$ cat src/hw/hpas_pkg.sv
// package: constants, types and mode tables for the hdmi pattern and audio source
package hpas_pkg;
  // clock
  localparam int MCLK_KHZ = 250000;
  localparam int MCLK_MHZ = 250;
  // apb register map
  localparam logic [7:0] REG_CTRL = 8'h00;
  localparam logic [7:0] REG_STATUS = 8'h04;
  localparam logic [7:0] REG_INT_STAT = 8'h08;
  localparam logic [7:0] REG_INT_MASK = 8'h0C;
  localparam logic [7:0] REG_AUDIO = 8'h10;
  localparam int CTRL_RECFG_BIT = 0;
  localparam int ST_MODE_LSB = 0;
  localparam int ST_BUSY_BIT = 3;
  localparam int ST_RUN_BIT = 4;
  localparam int ST_HPD_BIT = 5;
  localparam int ST_AUDEN_BIT = 6;
  localparam int INT_W = 4;
  localparam int INT_CFG_DONE = 0;
  localparam int INT_HPD = 1;
  localparam int INT_MODE = 2;
  localparam int INT_NACK = 3;
  localparam logic [3:0] INT_MASK_RST = 4'h0;
  localparam logic [7:0] AUDIO_RST = 8'h20;
  // display modes
  localparam logic [2:0] MODE_LAST = 3'h4;
  localparam logic [11:0] H_BLANK = 12'h0A0;
  localparam logic [11:0] H_SYNC_ST = 12'h010;
  localparam logic [11:0] H_SYNC_W = 12'h020;
  localparam logic [11:0] V_BLANK = 12'h01E;
  localparam logic [11:0] V_SYNC_ST = 12'h003;
  localparam logic [11:0] V_SYNC_W = 12'h005;
  // i2c configuration
  localparam int I2C_KHZ = 100;
  localparam int I2C_QTR_CYC = (MCLK_KHZ + 4 * I2C_KHZ - 1) / (4 * I2C_KHZ);
  localparam logic [4:0] I2C_LAST_BIT = 5'h1A;
  localparam logic [4:0] I2C_ACK_A = 5'h08;
  localparam logic [4:0] I2C_ACK_B = 5'h11;
  localparam logic [7:0] CFG_AUDFMT_REG = 8'h15;
  localparam logic [7:0] CFG_HDMIFMT_REG = 8'hAF;
  localparam logic [2:0] CFG_LEN = 3'h5;
  localparam logic [2:0] CFG_AUD_IDX = 3'h2;
  localparam logic [15:0] CFG_TABLE [5] = '{{8'h41, 8'h10}, {8'h98, 8'h03}, {CFG_AUDFMT_REG, 8'h00},
                                            {8'h16, 8'h30}, {CFG_HDMIFMT_REG, 8'h06}};
  // audio
  localparam int AUD_FS_HZ = 48000;
  localparam int AUD_BITS = 16;
  localparam int AUD_BCLK_TOG_HZ = AUD_FS_HZ * AUD_BITS * 2 * 2;
  localparam int LINK_HZ_DEF = 8000000;
  // push-button debounce
  localparam int DEB_US = 10000;
  localparam int DEB_CYC = DEB_US * MCLK_MHZ;

  typedef enum logic [3:0] {
    I2C_IDLE = 4'h1,
    I2C_START = 4'h2,
    I2C_XFER = 4'h4,
    I2C_STOP = 4'h8
  } hpas_i2c_e;

  typedef struct packed {
    logic [7:0] r;
    logic [7:0] g;
    logic [7:0] b;
  } hpas_rgb_s;

  typedef struct packed {
    logic de;
    logic hs;
    logic vs;
    hpas_rgb_s rgb;
  } hpas_vid_s;

  typedef struct packed {
    logic bclk;
    logic lrclk;
    logic sdata;
  } hpas_i2s_s;

  // pixel clock in kHz per mode
  function automatic logic [17:0] pclk_khz(input logic [2:0] m);
    case (m)
      3'h0: pclk_khz = 18'h061A8;
      3'h1: pclk_khz = 18'h06978;
      3'h2: pclk_khz = 18'h0FDE8;
      3'h3: pclk_khz = 18'h1A5E0;
      default: pclk_khz = 18'h24414;
    endcase
  endfunction : pclk_khz

  // active size {h, v} per mode
  function automatic logic [23:0] act_size(input logic [2:0] m);
    case (m)
      3'h0: act_size = {12'h280, 12'h1E0};
      3'h1: act_size = {12'h2D0, 12'h1E0};
      3'h2: act_size = {12'h400, 12'h300};
      3'h3: act_size = {12'h500, 12'h400};
      default: act_size = {12'h780, 12'h438};
    endcase
  endfunction : act_size
endpackage : hpas_pkg

$ cat src/hw/hpas_sine_rom.sv
// sine lookup, 64 steps per period, built from a quarter-wave table
`timescale 1ns/100ps
module hpas_sine_rom (
  input wire logic clk,
  input wire logic rst_n,
  input wire logic [5:0] addr,
  output logic [15:0] q
);
  localparam logic [15:0] QTR [17] = '{16'h0000, 16'h0C8C, 16'h18F9, 16'h2528, 16'h30FB, 16'h3C56,
                                       16'h471C, 16'h5133, 16'h5A82, 16'h62F1, 16'h6A6D, 16'h70E2,
                                       16'h7641, 16'h7A7C, 16'h7D89, 16'h7F61, 16'h7FFF};
  logic [4:0] idx;
  logic [15:0] mag;

  // mirror the index in odd quadrants
  assign idx = addr[4] ? (5'h10 - {1'b0, addr[3:0]}) : {1'b0, addr[3:0]};
  assign mag = QTR[idx];

  // registered read, negative half negated
  always_ff @(posedge clk or negedge rst_n)
  begin
    if (!rst_n)
      q <= 16'h0000;
    else
      q <= addr[5] ? (16'h0000 - mag) : mag;
  end
endmodule : hpas_sine_rom

$ cat src/hw/hpas_sync.sv
// two-flop synchroniser for a bundle of asynchronous inputs
`timescale 1ns/100ps
module hpas_sync #(
  parameter int W = 1
) (
  input wire logic clk,
  input wire logic rst_n,
  input wire logic [W-1:0] d,
  output logic [W-1:0] q
);
  logic [W-1:0] meta_r;

  // first stage feeds only the second
  always_ff @(posedge clk or negedge rst_n)
  begin
    if (!rst_n)
    begin
      meta_r <= '0;
      q <= '0;
    end
    else
    begin
      meta_r <= d;
      q <= meta_r;
    end
  end
endmodule : hpas_sync

$ cat src/hw/hpas_top.sv
// hdmi transmitter source: i2c setup, pattern video, mode control, i2s tone
`timescale 1ns/100ps
// Overview of operation
// - sequencer configures transmitter over i2c
// - hot plug interrupt reruns whole configuration
// - button press switches to another mode
// - pixel pll reprogrammed on each mode change
// - five modes, 25 to 148.5 MHz
// - pixel is 24-bit rgb, red on top
// - tone only while audio switch is 1
// - audio leaves as 16-bit i2s
// - sample words shifted msb first
// - 48 kHz sample rate from audio clock
// - tone read from sine lookup table
// - writes regs 0x41, 0x98, 0x15, 0x16, 0xAF; all five again on change
module hpas_top #(
  parameter int DEBOUNCE_CYC = hpas_pkg::DEB_CYC,
  parameter int LINK_HZ = hpas_pkg::LINK_HZ_DEF,
  parameter int I2C_QTR = hpas_pkg::I2C_QTR_CYC,
  parameter logic [6:0] DEV_ADDR = 7'h20 // arbitrary target address
) (
  input wire logic MCLK,
  input wire logic NRST,
  input wire logic [7:0] PADDR,
  input wire logic PSEL,
  input wire logic PENABLE,
  input wire logic PWRITE,
  input wire logic [31:0] PWDATA,
  output logic [31:0] PRDATA,
  output logic PREADY,
  output logic PSLVERR,
  output logic IRQ,
  input wire logic SCL_I,
  output logic SCL_O,
  output logic SCL_OE,
  input wire logic SDA_I,
  output logic SDA_O,
  output logic SDA_OE,
  input wire logic HPD_INT_N,
  input wire logic MODE_STEP_BUTTON_N,
  input wire logic AUDIO_ENABLE_SWITCH,
  input wire logic PIXEL_CLK_IN,
  output logic PLL_RECONF_REQ,
  output logic [17:0] PLL_RECONF_KHZ,
  input wire logic PLL_RECONF_DONE,
  input wire logic AUDIO_CLK_IN,
  output hpas_pkg::hpas_vid_s VIDEO,
  output hpas_pkg::hpas_i2s_s I2S
);
  localparam int DBW = $clog2(DEBOUNCE_CYC + 1);
  localparam logic [7:0] IDLE_HI = 8'h4F; // done, button, hot plug, sda, scl idle high

  logic [7:0] sync_q;
  logic scl_s, sda_s, hpd_n_s, btn_n_s, aud_en_s, pix_s, done_s, aclk_s;
  logic pix_d_r, done_d_r, hpd_d_r, aclk_d_r;
  logic pix_rise, done_rise, hpd_fall, aclk_rise;
  logic btn_stable_r, press_r;
  logic [DBW-1:0] deb_cnt_r;
  logic [2:0] mode_r, mode_nxt;
  logic pll_init_r, pll_req_r, vid_run_r;
  logic [17:0] pll_khz_r;
  logic [11:0] h_r, v_r, hact, vact, htot, vtot;
  hpas_pkg::hpas_vid_s vid_r;
  logic cfg_pend_r, cfg_start, cfg_set, recfg_wr, aud_chg;
  hpas_pkg::hpas_i2c_e i2c_st_r;
  logic [9:0] qcnt_r;
  logic [1:0] phase_r;
  logic [4:0] bit_r;
  logic [2:0] item_r;
  logic tick, stall, scl_low_r, sda_low_r, tx_bit, ack_slot, nack_ev, done_ev;
  logic [15:0] cfg_word;
  logic [26:0] frame;
  logic [24:0] acc_sum;
  logic [23:0] acc_r;
  logic bclk_r, lrclk_r, sdata_r, bclk_tog, bclk_fall;
  logic [4:0] bcnt_r;
  logic [15:0] sample_r, rom_q;
  logic [5:0] rom_addr_r;
  logic apb_setup, apb_wr, mapped;
  logic [31:0] rdata_nxt, prdata_r;
  logic [3:0] int_stat_r, int_mask_r, int_ev, int_clr;
  logic [7:0] audio_r;

  // all pin and foreign-clock inputs pass two flops; idle-high ones inverted so reset equals idle, no false edge
  hpas_sync #(.W(8)) i_hpas_sync (
    .clk(MCLK),
    .rst_n(NRST),
    .d(IDLE_HI ^ {AUDIO_CLK_IN, PLL_RECONF_DONE, PIXEL_CLK_IN, AUDIO_ENABLE_SWITCH, MODE_STEP_BUTTON_N, HPD_INT_N,
        SDA_I, SCL_I}),
    .q(sync_q)
  );
  assign {aclk_s, done_s, pix_s, aud_en_s, btn_n_s, hpd_n_s, sda_s, scl_s} = sync_q ^ IDLE_HI;

  // edge finders on synchronised inputs
  always_ff @(posedge MCLK or negedge NRST)
  begin
    if (!NRST)
    begin
      pix_d_r <= 1'b0;
      done_d_r <= 1'b1;
      hpd_d_r <= 1'b1;
      aclk_d_r <= 1'b0;
    end
    else
    begin
      pix_d_r <= pix_s;
      done_d_r <= done_s;
      hpd_d_r <= hpd_n_s;
      aclk_d_r <= aclk_s;
    end
  end
  assign pix_rise = pix_s & ~pix_d_r;
  assign done_rise = done_s & ~done_d_r;
  assign hpd_fall = hpd_d_r & ~hpd_n_s;
  assign aclk_rise = aclk_s & ~aclk_d_r;

  // button debounce, one pulse per press
  always_ff @(posedge MCLK or negedge NRST)
  begin
    if (!NRST)
    begin
      btn_stable_r <= 1'b1;
      deb_cnt_r <= '0;
      press_r <= 1'b0;
    end
    else
    begin
      press_r <= 1'b0;
      if (btn_n_s == btn_stable_r)
        deb_cnt_r <= '0;
      else if (deb_cnt_r == DBW'(DEBOUNCE_CYC - 1))
      begin
        btn_stable_r <= btn_n_s;
        deb_cnt_r <= '0;
        press_r <= ~btn_n_s;
      end
      else
        deb_cnt_r <= deb_cnt_r + 1'b1;
    end
  end

  // mode step with wrap
  assign mode_nxt = (mode_r == hpas_pkg::MODE_LAST) ? 3'h0 : mode_r + 3'h1;
  always_ff @(posedge MCLK or negedge NRST)
  begin
    if (!NRST)
      mode_r <= 3'h0;
    else if (press_r)
      mode_r <= mode_nxt;
  end

  // pixel pll request; video held until pll reports done
  always_ff @(posedge MCLK or negedge NRST)
  begin
    if (!NRST)
    begin
      pll_init_r <= 1'b1;
      pll_req_r <= 1'b0;
      pll_khz_r <= 18'h00000;
      vid_run_r <= 1'b0;
    end
    else
    begin
      pll_init_r <= 1'b0;
      pll_req_r <= press_r | pll_init_r;
      pll_khz_r <= hpas_pkg::pclk_khz(press_r ? mode_nxt : mode_r);
      if (pll_req_r)
        vid_run_r <= 1'b0;
      else if (done_rise)
        vid_run_r <= 1'b1;
    end
  end
  assign PLL_RECONF_REQ = pll_req_r;
  assign PLL_RECONF_KHZ = pll_khz_r;

  // raster counters advance on pixel clock edges
  assign {hact, vact} = hpas_pkg::act_size(mode_r);
  assign htot = hact + hpas_pkg::H_BLANK;
  assign vtot = vact + hpas_pkg::V_BLANK;
  always_ff @(posedge MCLK or negedge NRST)
  begin
    if (!NRST)
    begin
      h_r <= 12'h000;
      v_r <= 12'h000;
    end
    else if (!vid_run_r)
    begin
      h_r <= 12'h000;
      v_r <= 12'h000;
    end
    else if (pix_rise)
    begin
      if (h_r == htot - 12'h001)
      begin
        h_r <= 12'h000;
        v_r <= (v_r == vtot - 12'h001) ? 12'h000 : v_r + 12'h001;
      end
      else
        h_r <= h_r + 12'h001;
    end
  end

  // pattern and sync outputs, rgb packed red-green-blue
  always_ff @(posedge MCLK or negedge NRST)
  begin
    if (!NRST)
      vid_r <= '0;
    else if (!vid_run_r)
      vid_r <= '0;
    else if (pix_rise)
    begin
      vid_r.de <= (h_r < hact) && (v_r < vact);
      vid_r.hs <= (h_r >= hact + hpas_pkg::H_SYNC_ST) && (h_r < hact + hpas_pkg::H_SYNC_ST + hpas_pkg::H_SYNC_W);
      vid_r.vs <= (v_r >= vact + hpas_pkg::V_SYNC_ST) && (v_r < vact + hpas_pkg::V_SYNC_ST + hpas_pkg::V_SYNC_W);
      vid_r.rgb <= {h_r[7:0], v_r[7:0], h_r[8:1] ^ v_r[8:1]};
    end
  end
  assign VIDEO = vid_r;

  // configuration request: reset, hot plug, software, audio format change
  assign cfg_set = hpd_fall | recfg_wr | aud_chg;
  assign cfg_start = (i2c_st_r == hpas_pkg::I2C_IDLE) & cfg_pend_r;
  always_ff @(posedge MCLK or negedge NRST)
  begin
    if (!NRST)
      cfg_pend_r <= 1'b1;
    else
      cfg_pend_r <= cfg_set | (cfg_pend_r & ~cfg_start);
  end

  // i2c quarter-bit timer, held while a slave stretches scl
  assign stall = ~scl_low_r & ~scl_s;
  assign tick = (qcnt_r == 10'(I2C_QTR - 1)) & ~stall;
  always_ff @(posedge MCLK or negedge NRST)
  begin
    if (!NRST)
      qcnt_r <= 10'h000;
    else if (i2c_st_r == hpas_pkg::I2C_IDLE || tick)
      qcnt_r <= 10'h000;
    else if (!stall)
      qcnt_r <= qcnt_r + 10'h001;
  end

  // current write: device address, register, data with ack slots
  assign cfg_word = (item_r == hpas_pkg::CFG_AUD_IDX) ? {hpas_pkg::CFG_AUDFMT_REG, audio_r}
                                                      : hpas_pkg::CFG_TABLE[item_r];
  assign frame = {DEV_ADDR, 1'b0, 1'b1, cfg_word[15:8], 1'b1, cfg_word[7:0], 1'b1};
  assign tx_bit = frame[hpas_pkg::I2C_LAST_BIT - bit_r];
  assign ack_slot = (bit_r == hpas_pkg::I2C_ACK_A) || (bit_r == hpas_pkg::I2C_ACK_B) ||
                    (bit_r == hpas_pkg::I2C_LAST_BIT);
  assign nack_ev = (i2c_st_r == hpas_pkg::I2C_XFER) & tick & (phase_r == 2'h2) & ack_slot & sda_s;
  assign done_ev = (i2c_st_r == hpas_pkg::I2C_STOP) & tick & (phase_r == 2'h3) &
                   (item_r == hpas_pkg::CFG_LEN - 3'h1);

  // configuration sequencer walks the table
  always_ff @(posedge MCLK or negedge NRST)
  begin
    if (!NRST)
    begin
      i2c_st_r <= hpas_pkg::I2C_IDLE;
      phase_r <= 2'h0;
      bit_r <= 5'h00;
      item_r <= 3'h0;
    end
    else
    begin
      if (tick)
        phase_r <= phase_r + 2'h1;
      case (i2c_st_r)
        hpas_pkg::I2C_IDLE:
          if (cfg_start)
          begin
            i2c_st_r <= hpas_pkg::I2C_START;
            item_r <= 3'h0;
            phase_r <= 2'h0;
          end
        hpas_pkg::I2C_START:
          if (tick && phase_r == 2'h3)
          begin
            i2c_st_r <= hpas_pkg::I2C_XFER;
            bit_r <= 5'h00;
          end
        hpas_pkg::I2C_XFER:
          if (tick && phase_r == 2'h3)
          begin
            if (bit_r == hpas_pkg::I2C_LAST_BIT)
              i2c_st_r <= hpas_pkg::I2C_STOP;
            else
              bit_r <= bit_r + 5'h01;
          end
        hpas_pkg::I2C_STOP:
          if (tick && phase_r == 2'h3)
          begin
            if (item_r == hpas_pkg::CFG_LEN - 3'h1)
              i2c_st_r <= hpas_pkg::I2C_IDLE;
            else
            begin
              item_r <= item_r + 3'h1;
              i2c_st_r <= hpas_pkg::I2C_START;
            end
          end
        default:
          i2c_st_r <= hpas_pkg::I2C_IDLE;
      endcase
    end
  end

  // open-drain line drivers: start, bits, stop
  always_ff @(posedge MCLK or negedge NRST)
  begin
    if (!NRST)
    begin
      scl_low_r <= 1'b0;
      sda_low_r <= 1'b0;
    end
    else if (tick)
    begin
      case (i2c_st_r)
        hpas_pkg::I2C_START:
          if (phase_r == 2'h1)
            sda_low_r <= 1'b1;
          else if (phase_r == 2'h3)
            scl_low_r <= 1'b1;
        hpas_pkg::I2C_XFER:
          if (phase_r == 2'h0)
            sda_low_r <= ~tx_bit;
          else if (phase_r == 2'h1)
            scl_low_r <= 1'b0;
          else if (phase_r == 2'h3)
            scl_low_r <= 1'b1;
        hpas_pkg::I2C_STOP:
          if (phase_r == 2'h0)
            sda_low_r <= 1'b1;
          else if (phase_r == 2'h1)
            scl_low_r <= 1'b0;
          else if (phase_r == 2'h3)
            sda_low_r <= 1'b0;
        default:
        begin
          scl_low_r <= 1'b0;
          sda_low_r <= 1'b0;
        end
      endcase
    end
  end
  assign SCL_O = 1'b0;
  assign SCL_OE = scl_low_r;
  assign SDA_O = 1'b0;
  assign SDA_OE = sda_low_r;

  // bit clock from audio clock edges by fractional accumulation
  assign acc_sum = {1'b0, acc_r} + 25'(hpas_pkg::AUD_BCLK_TOG_HZ);
  assign bclk_tog = aclk_rise & (acc_sum >= 25'(LINK_HZ));
  assign bclk_fall = bclk_tog & bclk_r;
  always_ff @(posedge MCLK or negedge NRST)
  begin
    if (!NRST)
    begin
      acc_r <= 24'h000000;
      bclk_r <= 1'b0;
    end
    else if (aclk_rise)
    begin
      acc_r <= bclk_tog ? 24'(acc_sum - 25'(LINK_HZ)) : acc_sum[23:0];
      if (bclk_tog)
        bclk_r <= ~bclk_r;
    end
  end

  // i2s framing: word select leads the msb by one bit clock
  always_ff @(posedge MCLK or negedge NRST)
  begin
    if (!NRST)
    begin
      bcnt_r <= 5'h00;
      lrclk_r <= 1'b0;
      sdata_r <= 1'b0;
      sample_r <= 16'h0000;
      rom_addr_r <= 6'h00;
    end
    else if (bclk_fall)
    begin
      bcnt_r <= bcnt_r + 5'h01;
      lrclk_r <= bcnt_r[4] ^ (&bcnt_r[3:0]);
      sdata_r <= sample_r[~bcnt_r[3:0]];
      if (bcnt_r == 5'h1F)
      begin
        sample_r <= aud_en_s ? rom_q : 16'h0000;
        rom_addr_r <= rom_addr_r + 6'h01;
      end
    end
  end
  assign I2S = '{bclk: bclk_r, lrclk: lrclk_r, sdata: sdata_r};

  // tone table
  hpas_sine_rom i_hpas_sine_rom (
    .clk(MCLK),
    .rst_n(NRST),
    .addr(rom_addr_r),
    .q(rom_q)
  );

  // apb decode, zero wait states
  assign apb_setup = PSEL & ~PENABLE;
  assign apb_wr = PSEL & PENABLE & PWRITE & mapped;
  assign mapped = (PADDR == hpas_pkg::REG_CTRL) || (PADDR == hpas_pkg::REG_STATUS) ||
                  (PADDR == hpas_pkg::REG_INT_STAT) || (PADDR == hpas_pkg::REG_INT_MASK) ||
                  (PADDR == hpas_pkg::REG_AUDIO);
  assign recfg_wr = apb_wr & (PADDR == hpas_pkg::REG_CTRL) & PWDATA[hpas_pkg::CTRL_RECFG_BIT];
  assign aud_chg = apb_wr & (PADDR == hpas_pkg::REG_AUDIO) & (PWDATA[7:0] != audio_r);
  assign PREADY = 1'b1;
  assign PSLVERR = PSEL & PENABLE & ~mapped;

  // read mux
  always_comb
  begin
    rdata_nxt = 32'h00000000;
    case (PADDR)
      hpas_pkg::REG_STATUS:
      begin
        rdata_nxt[hpas_pkg::ST_MODE_LSB +: 3] = mode_r;
        rdata_nxt[hpas_pkg::ST_BUSY_BIT] = (i2c_st_r != hpas_pkg::I2C_IDLE) | cfg_pend_r;
        rdata_nxt[hpas_pkg::ST_RUN_BIT] = vid_run_r;
        rdata_nxt[hpas_pkg::ST_HPD_BIT] = ~hpd_n_s;
        rdata_nxt[hpas_pkg::ST_AUDEN_BIT] = aud_en_s;
      end
      hpas_pkg::REG_INT_STAT: rdata_nxt[3:0] = int_stat_r;
      hpas_pkg::REG_INT_MASK: rdata_nxt[3:0] = int_mask_r;
      hpas_pkg::REG_AUDIO: rdata_nxt[7:0] = audio_r;
      default: rdata_nxt = 32'h00000000;
    endcase
  end

  // read data captured in the setup cycle
  always_ff @(posedge MCLK or negedge NRST)
  begin
    if (!NRST)
      prdata_r <= 32'h00000000;
    else if (apb_setup)
      prdata_r <= rdata_nxt;
  end
  assign PRDATA = prdata_r;

  // writable registers
  always_ff @(posedge MCLK or negedge NRST)
  begin
    if (!NRST)
    begin
      int_mask_r <= hpas_pkg::INT_MASK_RST;
      audio_r <= hpas_pkg::AUDIO_RST;
    end
    else if (apb_wr)
    begin
      if (PADDR == hpas_pkg::REG_INT_MASK)
        int_mask_r <= PWDATA[3:0];
      if (PADDR == hpas_pkg::REG_AUDIO)
        audio_r <= PWDATA[7:0];
    end
  end

  // sticky events, write one to clear, a new event wins
  assign int_ev = {nack_ev, press_r, hpd_fall, done_ev};
  assign int_clr = (apb_wr && PADDR == hpas_pkg::REG_INT_STAT) ? PWDATA[3:0] : 4'h0;
  always_ff @(posedge MCLK or negedge NRST)
  begin
    if (!NRST)
      int_stat_r <= 4'h0;
    else
      int_stat_r <= int_ev | (int_stat_r & ~int_clr);
  end
  assign IRQ = |(int_stat_r & int_mask_r);
endmodule : hpas_top

$ cat config.mk
export PLATFORM = sky130hd
export DESIGN_NAME = hpas_top
export DESIGN_NICKNAME = d
export VERILOG_FILES = /design/src/hw/hpas_pkg.sv /design/src/hw/hpas_sine_rom.sv /design/src/hw/hpas_sync.sv /design/src/hw/hpas_top.sv
export SDC_FILE = /design/constraint.sdc
export NUM_CORES = 1
export LEC_CHECK = 0
export BUFFER_PORTS_ARGS = -buffer_cell sky130_fd_sc_hd__clkbuf_2
export CAP_MARGIN = 20
export CORE_MARGIN = 2
export CORE_UTILIZATION = 35
export CTS_BUF_LIST = sky130_fd_sc_hd__clkbuf_16
export CTS_CLUSTER_DIAMETER = 200
export DETAILED_ROUTE_END_ITERATION = 12
export GPL_ROUTABILITY_DRIVEN = 0
export PLACE_DENSITY = 0.5
export SYNTH_ARGS = -nofsm -noshare
export SYNTH_HDL_FRONTEND = slang
export SYNTH_SLANG_ARGS = --single-unit
$ cat constraint.sdc
create_clock -name MCLK -period 7.4 [get_ports MCLK]
set_input_delay 0.74 -clock MCLK [delete_from_list [all_inputs] [get_ports MCLK]]
set_output_delay 0.74 -clock MCLK [all_outputs]
set_load 0.01 [all_outputs]
**Word level (Yosys, flattened, before mapping)**

Memory sizes are Yosys's and may differ from the RTL's.
Index checks and enable logic that the tools add are counted.

- Eq/ne operators: 49
- Bitwise operators: 56
- Reduce and logical (&&, ||, !) cells: 32
- $lt $le $gt $ge: 11
- Add/subtract/negate cells: 23
- Muxes and demuxes: 69

Operators by type and width:

| kind | number |
|---|---|
| two-way mux 16 bit | 7 |
| case mux 23 bit (4 select lines) | 1 |
| two-way mux 12 bit | 7 |
| case mux 18 bit (4 select lines) | 1 |
| two-way mux 27 bit | 2 |
| less-than comparator 12 bit | 4 |
| two-way mux 22 bit | 2 |
| case mux 4 bit (4 select lines) | 2 |
| AND 1 bit | 26 |
| adder 24 x 22 -> 25 bit, second input constant | 1 |
| greater-or-equal comparator 25 x 23 -> 1 bit, second input constant | 1 |
| adder 12 x 1 -> 12 bit, second input constant | 2 |
| adder 12 x 5 -> 12 bit, second input constant | 2 |
| equality test 12 bit | 2 |
| greater-or-equal comparator 12 bit | 2 |
| two-way mux 24 bit | 1 |
| two-way mux 4 bit | 6 |
| subtractor 12 x 1 -> 12 bit, second input constant | 2 |
| subtractor 24 x 23 -> 24 bit, second input constant | 1 |
| adder 22 x 1 -> 22 bit, second input constant | 1 |
| equality test 22 bit, second input constant | 1 |
| two-way mux 10 bit | 2 |
| two-way mux 5 bit | 4 |
| != test 2 bit, second input constant | 10 |
| other kinds (65) | 150 |

- Register bits after elaboration: 240
- Memories: 2
- Memory bits (read-only): 640
- Word-level logic and storage cells: 284

Memory list:

| memory | words | width | rd ports | clocked after Yosys merged registers in | write ports | line | text |
|---|---|---|---|---|---|---|---|
| (name not given) | 32 | 16 | 1 | 0 | 0 | hpas_sine_rom.sv:17 | `assign mag = QTR[idx];` |
| (name not given) | 8 | 16 | 1 | 0 | 0 | hpas_top.sv:247 | `: hpas_pkg::CFG_TABLE[item_r];` |

**Logic depth before layout (Yosys ltp)**

- Word-level depth: 11
- Gate-level depth with buffers: 15

**Cells and area by module**

Synthesis repeated with hierarchy kept, for this count alone.

- Cells, all modules: 1424
- Area, all modules: 13414.1 um^2

By module, submodules not included:

| module | area an instance (um^2) | cells an instance | times used |
|---|---|---|---|
| hpas_top | 11214.5 | 1193 | 1 |
| hpas_sine_rom | 1799.2 | 215 | 1 |
| hpas_sync | 400.4 | 16 | 1 |

**Least setup slack after synthesis**

Ideal clock, no wire load.

- Kind: reg-to-reg
- Start point: reg rom_addr_r[0]
- End point: reg i_hpas_sine_rom.q[7]
- Cell stages (with the launch flop): 16
- Arrival: 3.541 ns
- Data required time: 7.276 ns
- Buffers on the path: 2
- Setup slack: 3.735 ns
- Setup time: 0.124 ns
- Path through: dfrtp_1 > inv_1 > ha_1 > nand2_1 > and2_1 > inv_1 > ha_1 > clkbuf_1 > nor2_1 > mux4_1 > nand2_1 > or4b_1 > buf_2 > a221o_1 > mux2i_1 > or2_1

- Longest elaborated chain between the ends: 8

Ends and longest elaborated chain:

| item | line | text |
|---|---|---|
| from (decl) | hpas_top.sv:78 | `logic [5:0] rom_addr_r;` |
| from (signal assigned) | hpas_top.sv:390 | `rom_addr_r <= rom_addr_r + 6'h01;` |
| subtractor 5 x 4 -> 5 bit | hpas_sine_rom.sv:16 | `assign idx = addr[4] ? (5'h10 - {1'b0, addr[3:0]}) : {1'b0, addr[3:0]};` |
| two-way mux 5 bit (*) | hpas_sine_rom.sv:16 |  |
| NOT 5 -> 6 bit (not written as such) (*) | hpas_sine_rom.sv:17 |  |
| memory read (32 x 16 bit) (*) | n/a |  |
| two-way mux 16 bit (not written as such) (*) (2 in series) | hpas_sine_rom.sv:17 |  |
| subtractor 1 x 16 -> 16 bit | hpas_sine_rom.sv:25 | `q <= addr[5] ? (16'h0000 - mag) : mag;` |
| two-way mux 16 bit (*) | hpas_sine_rom.sv:25 |  |
| to (signal assigned) | hpas_sine_rom.sv:25 |  |
| to (decl) | hpas_sine_rom.sv:7 | `output logic [15:0] q` |

Mark *: on every way between the ends. The rest lies on a longest branch, timed or not. The select of a mux whose other input is x is not followed.
A chain may end at the register's enable or synchronous reset.

**Final worst setup path**

Ends and elaborated chain as after synthesis.

==> qor.csv <==
stage,metric,value,unit
place,dp_hpwl,21300,um
place,dp.cells,1870,
floorplan,fp.dieW,196,um
setup_path,r2r_start,rom_addr_r[0],
setup_path,startpoint,rom_addr_r[0],
clocking,cts_resized,0,
place,io_buffers,86,
final_layout,regArea,5610,sq um
synthesis,yosysMostFrequentCell,dfrtp_1,
final_layout,multi_input_area,6700,sq um
final_layout,fin_cells,1919,
clocking,cts.sinks,224,
power_and_ir_drop,peakVddDrop,0.153,mV
clocking,ctsHoldBuffers,0,
setup_path,slowest_stage,or4b_1,
routing,dr.pass1.iters,6,
global_routing,grt_max_degree,130,
final_layout,stdcell_area,14600,sq um
setup_path,crit_fanout,11,
routing,routed_wl,30500,um
synthesis,synthFlopType,dfrtp_1,
global_routing,gr-total-overflow,0,
synthesis,synthArstFlopShare,100,%
setup_path,rr_endpoint,i_hpas_sine_rom.q[7],
global_routing,antenna_found_initial,0,
floorplan,coreArea,36500,sq um
synthesis,yosysSeqAreaShare,43.4,%
clocking,tritoncts,yes,
setup_path,cp-end-kind,flip-flop,
outcome,outcome,completed,
clocking,post_cts_buffers,0,
power_and_ir_drop,power,3.39,mW
global_routing,grt_pass1_wl,50800,um
clocking,clock-root-buffer,clkbuf_16,
final_layout,antennaDiodeCount,0,
clocking,htreeDepth,1,
place,dpl-instance-area,13700,sq um
setup_path,start_kind,flip-flop,
setup_path,cp.required,7.81,ns
synthesis,yosys-top-cells-count,"dfrtp_1, nand2_1, nor2_1, ha_1, o21ai_0",
setup_path,worstSetupPathType,flip-flop to flip-flop,
sta,fin_skew,0.0182,ns
floorplan,io_pins,141,
final_layout,layout-drive-gt1-share,13.2,%
setup_path,critPathMaxStageDelay,0.67,ns
routing,ant_nets,0,
sta,rsz0062_at_grt,false,
sta,final.setup.tns,0,ns
hold_path,hp-class,input port to asynchronous set/reset pin,
setup_path,ff2ff_path_depth,13,
sta,max_slew.worst_pin.slew,0.873,ns
power_and_ir_drop,leakage,6.82,nW
synthesis,yosysWarnings,0,
sta,setup_viol,0,
synthesis,syn-instance-count,1375,
synthesis,synth_area,12900,sq um
clocking,cts.path.max_buffers,3,
setup_path,rrSetupSlack,3.19,ns
sta,layout_setup_ws,3.19,ns
synthesis,synth_seq_cells,224,
floorplan,row_count,70,
routing,drt_iter0_markers,427,
sta,finalCritPeriodShare,56.8,%
floorplan,dieArea,38600,sq um
setup_path,cp_cell_sequence,"inv_1, ha_1, nand2_1, and2_1, inv_1, ha_1, nor2_1, mux4_1, nand2_1, or4b_1, a221o_1, mux2i_1, or2_1",
power_and_ir_drop,powerDensity,232,nW/um^2
clocking,clk_pin_slew,0.06,ns
global_routing,grt_use_total,16.0,%
synthesis,synth_cell_type_count,79,
synthesis,yosysTopAreaCellShare,41.9,%
place,preCtsSetupSlack,3.18,ns
routing,via_per_inst,5.11,
routing,drc,0,
setup_path,worstPathArrival,4.62,ns
floorplan,start_util,35.5,%
routing,vias,9800,
synthesis,synth.avg_cell_area,9.42,sq um
sta,max_freq,238,MHz
global_routing,grt_pass1_vias,9700,
sta,hold_viol,0,
floorplan,die_h,196,um
final_layout,utilization,39.9,%
sta,relSlewSlack,41.7,%
routing,post_drt_wl_per_cell,15.9,um
synthesis,synth_enable_flop_cells,0,
final_layout,layout.nets,1558,
synthesis,ys_top_cells_by_area,"dfrtp_1, ha_1, nand2_1, xor2_1, xnor2_1",
sta,slew_viol_final,0,
synthesis,yosys.area.top_type,dfrtp_1,
sta,hold_ws,0.198,ns
clocking,clk_latency,0.54,ns
final_layout,n_fill_cell,3591,
sta,period_needed,4.21,ns
job,cap_violations,0,
final_layout,area.growth.synth_to_final,12.6,%
clocking,cts_buffers,27,
[power by group]
| part | switching, mW | internal (mW) |
|---|---|---|
| registers | 0.136 | 1.31 |
| logic | 0.327 | 0.243 |
| clock network | 0.532 | 0.835 |
| total | 0.996 | 2.39 |
[worst max-delay path, delay by kind of cell (launching register included)]
family / cells / cell delay, ns
AO/OA/AOI/OAI: 1 / 0.34
adder cells (fa/ha/maj): 2 / 0.75
buffers and inverters: 2 / 0.38
flip-flops: 1 / 0.62
multiplexers: 2 / 0.37
AND/OR/NAND/NOR: 6 / 1.61
[area by class of cell]
class	count	area share, %
tap	468	4.02
clock inverter	21	1.61
sequential	224	38.5
inverter	59	1.52
timing repair buffer	99	3.76
clock buffer	27	4.64
multi-input combinational	1021	45.9
[registers in the layout (all words and copies together) (netlist names), 5 cells and up]
signal / count
sample_r: 16
rom_addr_r: 6
bit_r: 5
acc_r: 15
PLL_RECONF_KHZ: 12
i_hpas_sine_rom.q: 16
deb_cnt_r: 22
v_r: 12
i_hpas_sync.meta_r: 8
audio_r: 8
PRDATA: 8
i_hpas_sync.q: 8
VIDEO: 27
qcnt_r: 10
h_r: 12
[kinds of logic (layout without fill, tap and decap cells)]
logic type      Yosys count  after routing  synth area share [%]
compound gates          268            268                  14.0
xor+xnor                109            109                  7.43
fa+ha+maj                73             73                  7.05
buf+inv                 161            206                  5.84
flops                   224            224                  43.4
mux                      36             36                  3.68
other cells               2             33                0.0580
simple gates            502            502                  18.6
[per-layer routing]
metal,global-route usage (%),vias up,part of all wire [%]
met3,2.07,31,3.5
met4,3.65,0,1.7
li1,-,4841,-
met5,0,-,0
met1,22.4,4796,48
met2,26.4,132,47
[cell usage in the layout (no fill, tap or decap), types with 13 or more instances in the layout]
cell         n
dfrtp_1    217
nand2_1    181
nor2_1      97
clkbuf_2    86
ha_1        73
o21ai_0     72
nand3_1     63
inv_1       58
xor2_1      55
xnor2_1     53
a21oi_1     46
nor3_1      33
conb_1      33
clkbuf_16   27
a21boi_0    24
mux2_2      20
and3_1      18
nand2b_1    17
o31ai_1     15
a21o_1      14
nand4_1     14
or3_1       13
[how the worst max path moves through the flow]
stage | cells past startpoint | to
floorplan | 15 | i_hpas_sine_rom.q[7]
global placement | 13 | i_hpas_sine_rom.q[7]
detailed placement | 13 | i_hpas_sine_rom.q[7]
CTS | 13 | i_hpas_sine_rom.q[7]
global route | 13 | i_hpas_sine_rom.q[7]
finish | 13 | i_hpas_sine_rom.q[7]
Power figures use the tool's default switching activity.
